### config.mk
export PLATFORM = sky130hd
export DESIGN_NAME = cspc_top
export DESIGN_NICKNAME = d
export VERILOG_FILES = /design/src/include/cspc_pkg.sv /design/src/hdl/cspc_sync.sv /design/src/hdl/cspc_top.sv
export SDC_FILE = /design/constraint.sdc
export NUM_CORES = 1
export LEC_CHECK = 0
export ABC_AREA = 1
export BUFFER_PORTS_ARGS = -buffer_cell sky130_fd_sc_hd__buf_4
export CAP_MARGIN = 20
export CORE_UTILIZATION = 45
export CTS_CLUSTER_DIAMETER = 50
export DETAILED_ROUTE_END_ITERATION = 8
export MAX_ROUTING_LAYER = met4
export PLACE_DENSITY = 0.65
export REMOVE_ABC_BUFFERS = 1
export SLEW_MARGIN = 10
export SYNTH_ARGS = -nofsm -noshare
export SYNTH_HDL_FRONTEND = slang
export SYNTH_SLANG_ARGS = --single-unit
### constraint.sdc
create_clock -name clk -period 2.9 [get_ports clk]
set_input_delay 0 -clock clk [delete_from_list [all_inputs] [get_ports clk]]
set_output_delay 0 -clock clk [all_outputs]
set_load 0.05 [all_outputs]
### src/include/cspc_pkg.sv
package cspc_pkg;

  localparam int unsigned CLK_PERIOD_NS = 40;

  // Least extra wait after the init line rises in master modes
  localparam int unsigned MASTER_WAIT_NS = 30000;
  localparam int unsigned MASTER_WAIT_CYC =
    (MASTER_WAIT_NS + CLK_PERIOD_NS - 1) / CLK_PERIOD_NS;

  localparam int unsigned CNT_W = 16;

  // Power stabilisation, memory clear and master extra wait lengths in clock cycles
  localparam logic [CNT_W-1:0] PWR_CYC_DEF = 16'h0040;
  localparam logic [CNT_W-1:0] CLR_CYC_DEF = 16'h0100;
  localparam logic [CNT_W-1:0] MWAIT_CYC_DEF = CNT_W'(MASTER_WAIT_CYC);

  localparam int unsigned SYNC_W = 2;
  localparam int unsigned SYNC_INIT_BIT = 0;
  localparam int unsigned SYNC_MODE_BIT = 1;

  typedef enum logic [2:0] {
    ST_POWER,
    ST_CLEAR,
    ST_WAIT,
    ST_DELAY,
    ST_CONFIG,
    ST_ERROR,
    ST_DONE
  } cspc_state_t;

endpackage

### src/hdl/cspc_sync.sv
`timescale 1ns/1ns
module cspc_sync #(
  parameter int unsigned W = 1
) (
  input  wire logic         clk,
  input  wire logic         rst_n,
  input  wire logic [W-1:0] async_in,
  output logic      [W-1:0] sync_out
);

  logic [W-1:0] meta_reg;
  logic [W-1:0] meta_next;
  logic [W-1:0] sync_reg;
  logic [W-1:0] sync_next;

  always_comb begin
    meta_next = async_in;
    sync_next = meta_reg;
  end

  // Reset high: an idle open-drain line sits pulled up
  always_ff @(posedge clk or negedge rst_n) begin
    if (!rst_n) begin
      meta_reg <= '1;
      sync_reg <= '1;
    end else begin
      meta_reg <= meta_next;
      sync_reg <= sync_next;
    end
  end

  assign sync_out = sync_reg;

endmodule

### src/hdl/cspc_top.sv
`timescale 1ns/1ns
module cspc_top #(
  parameter logic [15:0] PWR_CYC   = cspc_pkg::PWR_CYC_DEF,
  parameter logic [15:0] CLR_CYC   = cspc_pkg::CLR_CYC_DEF,
  parameter logic [15:0] MWAIT_CYC = cspc_pkg::MWAIT_CYC_DEF
) (
  input  wire logic clk,
  input  wire logic rst_n,
  input  wire logic init_i,
  input  wire logic master_mode_i,
  input  wire logic cfg_data_error,
  input  wire logic cfg_done,
  input  wire logic scan_enable_primitive,
  input  wire logic user_high_o,
  input  wire logic user_high_oe,
  input  wire logic user_low_o,
  input  wire logic user_low_oe,
  input  wire logic user_init_o,
  input  wire logic user_init_oe,
  output logic      configuring_high_flag_o,
  output logic      configuring_high_flag_oe,
  output logic      configuring_low_flag_o,
  output logic      configuring_low_flag_oe,
  output logic      init_o,
  output logic      init_oe,
  output logic      init_level,
  output logic      cfg_start,
  output logic      cfg_error,
  output logic      io_active,
  output logic      scan_active,
  output logic      test_pins_user
);

  logic [cspc_pkg::SYNC_W-1:0] pins_sync;
  logic                        init_s;
  logic                        master_s;

  cspc_sync #(
    .W (cspc_pkg::SYNC_W)
  ) u_sync (
    .clk      (clk),
    .rst_n    (rst_n),
    .async_in ({master_mode_i, init_i}),
    .sync_out (pins_sync)
  );

  assign init_s   = pins_sync[cspc_pkg::SYNC_INIT_BIT];
  assign master_s = pins_sync[cspc_pkg::SYNC_MODE_BIT];

  // Sequence state
  cspc_pkg::cspc_state_t state_reg;
  cspc_pkg::cspc_state_t state_next;
  logic [15:0]           cnt_reg;
  logic [15:0]           cnt_next;

  always_comb begin
    state_next = state_reg;
    cnt_next   = cnt_reg + 16'h0001;
    case (state_reg)
      cspc_pkg::ST_POWER: begin
        if (cnt_reg == PWR_CYC - 16'h0001) begin
          state_next = cspc_pkg::ST_CLEAR;
          cnt_next   = 16'h0000;
        end
      end
      cspc_pkg::ST_CLEAR: begin
        if (cnt_reg == CLR_CYC - 16'h0001) begin
          state_next = cspc_pkg::ST_WAIT;
          cnt_next   = 16'h0000;
        end
      end
      cspc_pkg::ST_WAIT: begin
        cnt_next = 16'h0000;
        if (init_s) begin
          state_next = master_s ? cspc_pkg::ST_DELAY : cspc_pkg::ST_CONFIG;
        end
      end
      cspc_pkg::ST_DELAY: begin
        if (cnt_reg == MWAIT_CYC - 16'h0001) begin
          state_next = cspc_pkg::ST_CONFIG;
          cnt_next   = 16'h0000;
        end
      end
      cspc_pkg::ST_CONFIG: begin
        cnt_next = 16'h0000;
        if (cfg_data_error) begin
          state_next = cspc_pkg::ST_ERROR;
        end else if (cfg_done) begin
          state_next = cspc_pkg::ST_DONE;
        end
      end
      // Only a reset leaves a failed load; the data cannot be trusted
      cspc_pkg::ST_ERROR: begin
        cnt_next = 16'h0000;
      end
      cspc_pkg::ST_DONE: begin
        cnt_next = 16'h0000;
      end
      default: begin
        state_next = cspc_pkg::ST_POWER;
        cnt_next   = 16'h0000;
      end
    endcase
  end

  always_ff @(posedge clk or negedge rst_n) begin
    if (!rst_n) begin
      state_reg <= cspc_pkg::ST_POWER;
      cnt_reg   <= 16'h0000;
    end else begin
      state_reg <= state_next;
      cnt_reg   <= cnt_next;
    end
  end

  // Pin state, all but init_level computed from the next sequence state so that pins
  // and state flags change on the same edge
  logic hi_o_reg, hi_o_next, hi_oe_reg, hi_oe_next;
  logic lo_o_reg, lo_o_next, lo_oe_reg, lo_oe_next;
  logic in_o_reg, in_o_next, in_oe_reg, in_oe_next;
  logic act_reg, act_next, start_reg, start_next;
  logic err_reg, err_next, scan_reg, scan_next;
  logic tpu_reg, tpu_next, lvl_reg, lvl_next;

  always_comb begin
    act_next   = (state_next == cspc_pkg::ST_DONE);
    err_next   = (state_next == cspc_pkg::ST_ERROR);
    start_next = (state_next == cspc_pkg::ST_CONFIG) &&
                 (state_reg != cspc_pkg::ST_CONFIG);
    lvl_next   = init_s;
    if (act_next) begin
      hi_o_next  = user_high_o;
      hi_oe_next = user_high_oe;
      lo_o_next  = user_low_o;
      lo_oe_next = user_low_oe;
      in_o_next  = user_init_o;
      in_oe_next = user_init_oe;
    end else begin
      hi_o_next  = 1'b1;
      hi_oe_next = 1'b1;
      lo_o_next  = 1'b0;
      lo_oe_next = 1'b1;
      in_o_next  = 1'b0;
      in_oe_next = (state_next == cspc_pkg::ST_POWER) ||
                   (state_next == cspc_pkg::ST_CLEAR) || err_next;
    end
    scan_next = !act_next || scan_enable_primitive;
    tpu_next  = act_next && !scan_enable_primitive;
  end

  always_ff @(posedge clk or negedge rst_n) begin
    if (!rst_n) begin
      hi_o_reg  <= 1'b1;
      hi_oe_reg <= 1'b1;
      lo_o_reg  <= 1'b0;
      lo_oe_reg <= 1'b1;
      in_o_reg  <= 1'b0;
      in_oe_reg <= 1'b1;
      act_reg   <= 1'b0;
      start_reg <= 1'b0;
      err_reg   <= 1'b0;
      scan_reg  <= 1'b1;
      tpu_reg   <= 1'b0;
      lvl_reg   <= 1'b1;
    end else begin
      hi_o_reg  <= hi_o_next;
      hi_oe_reg <= hi_oe_next;
      lo_o_reg  <= lo_o_next;
      lo_oe_reg <= lo_oe_next;
      in_o_reg  <= in_o_next;
      in_oe_reg <= in_oe_next;
      act_reg   <= act_next;
      start_reg <= start_next;
      err_reg   <= err_next;
      scan_reg  <= scan_next;
      tpu_reg   <= tpu_next;
      lvl_reg   <= lvl_next;
    end
  end

  assign configuring_high_flag_o  = hi_o_reg;
  assign configuring_high_flag_oe = hi_oe_reg;
  assign configuring_low_flag_o   = lo_o_reg;
  assign configuring_low_flag_oe  = lo_oe_reg;
  assign init_o                   = in_o_reg;
  assign init_oe                  = in_oe_reg;
  assign init_level               = lvl_reg;
  assign cfg_start                = start_reg;
  assign cfg_error                = err_reg;
  assign io_active                = act_reg;
  assign scan_active              = scan_reg;
  assign test_pins_user           = tpu_reg;
endmodule

==> metrics.md <==
| Metric | Value |
|---|---|
| Main area contributors after synthesis | sky130_fd_sc_hd__dfrtp_1 37%, sky130_fd_sc_hd__dfstp_2 16%, sky130_fd_sc_hd__nand2_1 7.3%, sky130_fd_sc_hd__nor2_1 7.3%, sky130_fd_sc_hd__inv_1 5.8% |
| Drt first pass iters | 4 |
| Clk Latency, worst-skew pair | 0.29 ns |
| Post-DRT Antenna Nets | 0 |
| Power density normalized to cell area | 420 mW/mm² |
| Area after detailed placement | 0.00190 mm² |
| Post-synthesis sequential area ratio | 52.7% |
| PortBufs | 24 |
| First-pass GRT wire length | 5910 µm |
| Yosys top cell by area | sky130_fd_sc_hd__dfrtp_1 |
| Final-report hold violation count | 0 |
| Total track usage | 20.0% |
| CP Data Required Time | 3.07 ns |
| Initial core utilization | 48.6% |
| Std-Cell Rows | 21 |
| Crit path arrival time | 1.94 ns |
| Global-route congestion overflow total | 0 |
| H-Tree Level Count | 2 |
| Tightest slew margin relative to the limit | 72.1% |
| Total via count in the routed design | 1379 |
| Warning count from the yosys run | 0 |
| Max Cap Violations | 0 |
| Diodes inserted | 0 |
| Post-Synthesis Cells | 194 |
| Hold crit path type | in2reg |
| Summed instance area of the synthesized netlist | 0.00169 mm² |
| Sum of net half-perimeters after detailed placement | 2340 µm |
| Number of synthesized register bits | 35 |
| Final count of negative-setup-slack endpoints | 0 |
| Classification of the worst setup path | reg2reg |
| Antenna violations before repair | 0 |
| Maximum clock skew at final layout | 0.00658 ns |
| Tightest Pin Transition | 0.419 ns |
| Synth top area share | 37.1% |
| Highest achievable clock rate | 0.564 GHz |
| Number of cells in the design after placement | 263 |
| Outcome | completed |
| Height of the die | 63.2 µm |
| Setup fix buffers added after clock tree synthesis | 0 |
| Unrepaired setup endpoints after global routing | no |
| Synth-to-layout area growth | 24.1% |
| Mean post-synth cell area | 8.69 µm² |
| Non-filler cells, final | 281 |
| Ratio of final minimum period to clock period | 61.1% |
| Crit-path max FO | 15 |
| Commonest cells after routing, fill and taps aside | 33 x sky130_fd_sc_hd__nor2_1, 33 x sky130_fd_sc_hd__nand2_1, 26 x sky130_fd_sc_hd__inv_1 |
| Final setup TNS | 0 ns |
| Kind of start point of the critical path | flip-flop |
| Post-synthesis cell type count | 24 |
| Area of the die | 0.00400 mm² |
| TritonCTS clock tree | yes |
| Die extent in x | 63.2 µm |
| Reg clk slew, reported paths | 0.07 ns |
| Wire length per cell after detailed routing | 11.7 µm |
| Post-cts sizing count | 0 |
| Largest net degree at the start of global routing | 36 |
| Routability congestion estimate from global placement | 0.949 |
| Pins Over Slew Limit | 0 |
| Initial drt markers | 91 |
| Std-Cell Core Area | 0.00347 mm² |
| Maximum count of clock buffers along a single path | 2 |
| CTS root buf | sky130_fd_sc_hd__clkbuf_8 |
| Via count of the first global-routing pass | 1408 |
| Layout cell share with drive strength beyond 1 | 26.0% |
| Non-Filler Cell Area, Final | 0.00209 mm² |
| TritonCTS sink count | 35 |
| Fin crit period | 1.77 ns |
| Number of flip-flops in the largest register | 16 |
| Sort of element at the end of the critical path | flip-flop |
| Number of I/O pins | 25 |
| Vias per cell | 4.91 |
| IR drop worst, VDD | 333 µV |
| Detailed-route wire length | 3270 µm |
| LEAKAGE | 0.989 nW |
| Overall power after layout | 0.000880 W |
| Number of nets in the final layout | 249 |
| Number of remaining DRC errors | 0 |
| CTS Buf Count | 5 |
layout make-up:
class / instances / area [µm²]
Fill cell: 309 / 1380
Clock buffer: 5 / 68.8
Inverter: 27 / 103
Clock inverter: 3 / 20.0
Multi-Input combinational cell: 131 / 676
Timing Repair Buffer: 34 / 280
Sequential cell: 35 / 888
Tap cell: 46 / 57.6
worst paths after layout:
kind	startpoint	to	slack, ns	depth (start not counted)
hold reg to reg	u_sync.meta_reg[1]	u_sync.sync_out[1]	0.36	0
max in group asynchronous	rst_n	configuring_low_flag_oe	2.38	2
setup reg to reg	cnt_reg[0]	cnt_reg[5]	1.13	8
hold / removal	cfg_data_error	cfg_error	0.07	5
setup / recovery	cnt_reg[0]	cnt_reg[5]	1.13	8
min in group asynchronous	rst_n	cnt_reg[10]	0.19	2
report_power, final:
group	switching (W)	internal [W]	leakage, nW	total (W)
clock	0.000179	0.000167	0.0402	0.000345
sequential	0.00000198	0.000495	0.429	0.000497
combinational	0.0000171	0.0000206	0.519	0.0000376
total	0.000198	0.000682	0.989	0.000880
what timing repair did:
action / in CTS / in global routing
endpoints found under the hold margin: 45 / 0
hold buffers: 10 / 0
endpoints found under the setup margin: 0 / 0
worst max-delay path, cell delays in order, from the launching register on:
cell and delay [ns]:
sky130_fd_sc_hd__dfrtp_1 0.43, sky130_fd_sc_hd__ha_1 0.22, sky130_fd_sc_hd__nand3_1 0.17, sky130_fd_sc_hd__nor3_4 0.26
sky130_fd_sc_hd__nand2_2 0.09, sky130_fd_sc_hd__nand2_2 0.08, sky130_fd_sc_hd__nand3_2 0.09, sky130_fd_sc_hd__clkinv_2 0.23
sky130_fd_sc_hd__nor3_1 0.08
synthesized netlist by cell type:
cell type / count
sky130_fd_sc_hd__clkinv_2: 1
sky130_fd_sc_hd__o31ai_1: 1
sky130_fd_sc_hd__o21ai_0: 1
sky130_fd_sc_hd__nor2_2: 10
sky130_fd_sc_hd__nor3_1: 8
sky130_fd_sc_hd__ha_1: 2
sky130_fd_sc_hd__nand2_2: 3
sky130_fd_sc_hd__xor2_1: 5
sky130_fd_sc_hd__dfrtp_1: 25
sky130_fd_sc_hd__a31oi_1: 1
sky130_fd_sc_hd__or2_2: 3
sky130_fd_sc_hd__o21bai_1: 1
sky130_fd_sc_hd__nand4_1: 7
sky130_fd_sc_hd__dfstp_2: 10
sky130_fd_sc_hd__inv_1: 26
sky130_fd_sc_hd__nand3_1: 13
sky130_fd_sc_hd__xnor2_1: 4
sky130_fd_sc_hd__nand2_1: 33
sky130_fd_sc_hd__buf_12: 1
sky130_fd_sc_hd__nor2_1: 33
sky130_fd_sc_hd__nand3_2: 1
sky130_fd_sc_hd__nor3_4: 1
sky130_fd_sc_hd__nand3b_1: 1
sky130_fd_sc_hd__a21oi_1: 3
metrics by stage:
step	hold slack (ns)	utilization [%]	setup slack (ns)
after global routing	0.0789	60.4	0.950
after detailed placement	-0.0326	54.9	1.13
after global placement	-0.0395	54.9	1.20
after floorplan	-0.296	-	1.32
after CTS	0.0468	60.4	1.13
final	0.0666	60.4	1.13
logic make-up after synthesis:
| family | share of synthesized area, % |
|---|---|
| AND/OR/NAND/NOR | 31.5 |
| adder cells (fa/ha/maj) | 1.48 |
| buffers and inverters | 7.27 |
| flip-flops | 52.7 |
| AO/OA/AOI/OAI | 2.45 |
| XOR/XNOR | 4.67 |
layer usage:
layer	vias to the layer above	track usage (%)	wire length [µm]
li1	686	-	-
met1	627	23.8	1460
met2	59	30.4	1530
met3	7	6.88	229
met4	0	9.09	56
met5	-	-	0
(Power assumes the default switching activity.)
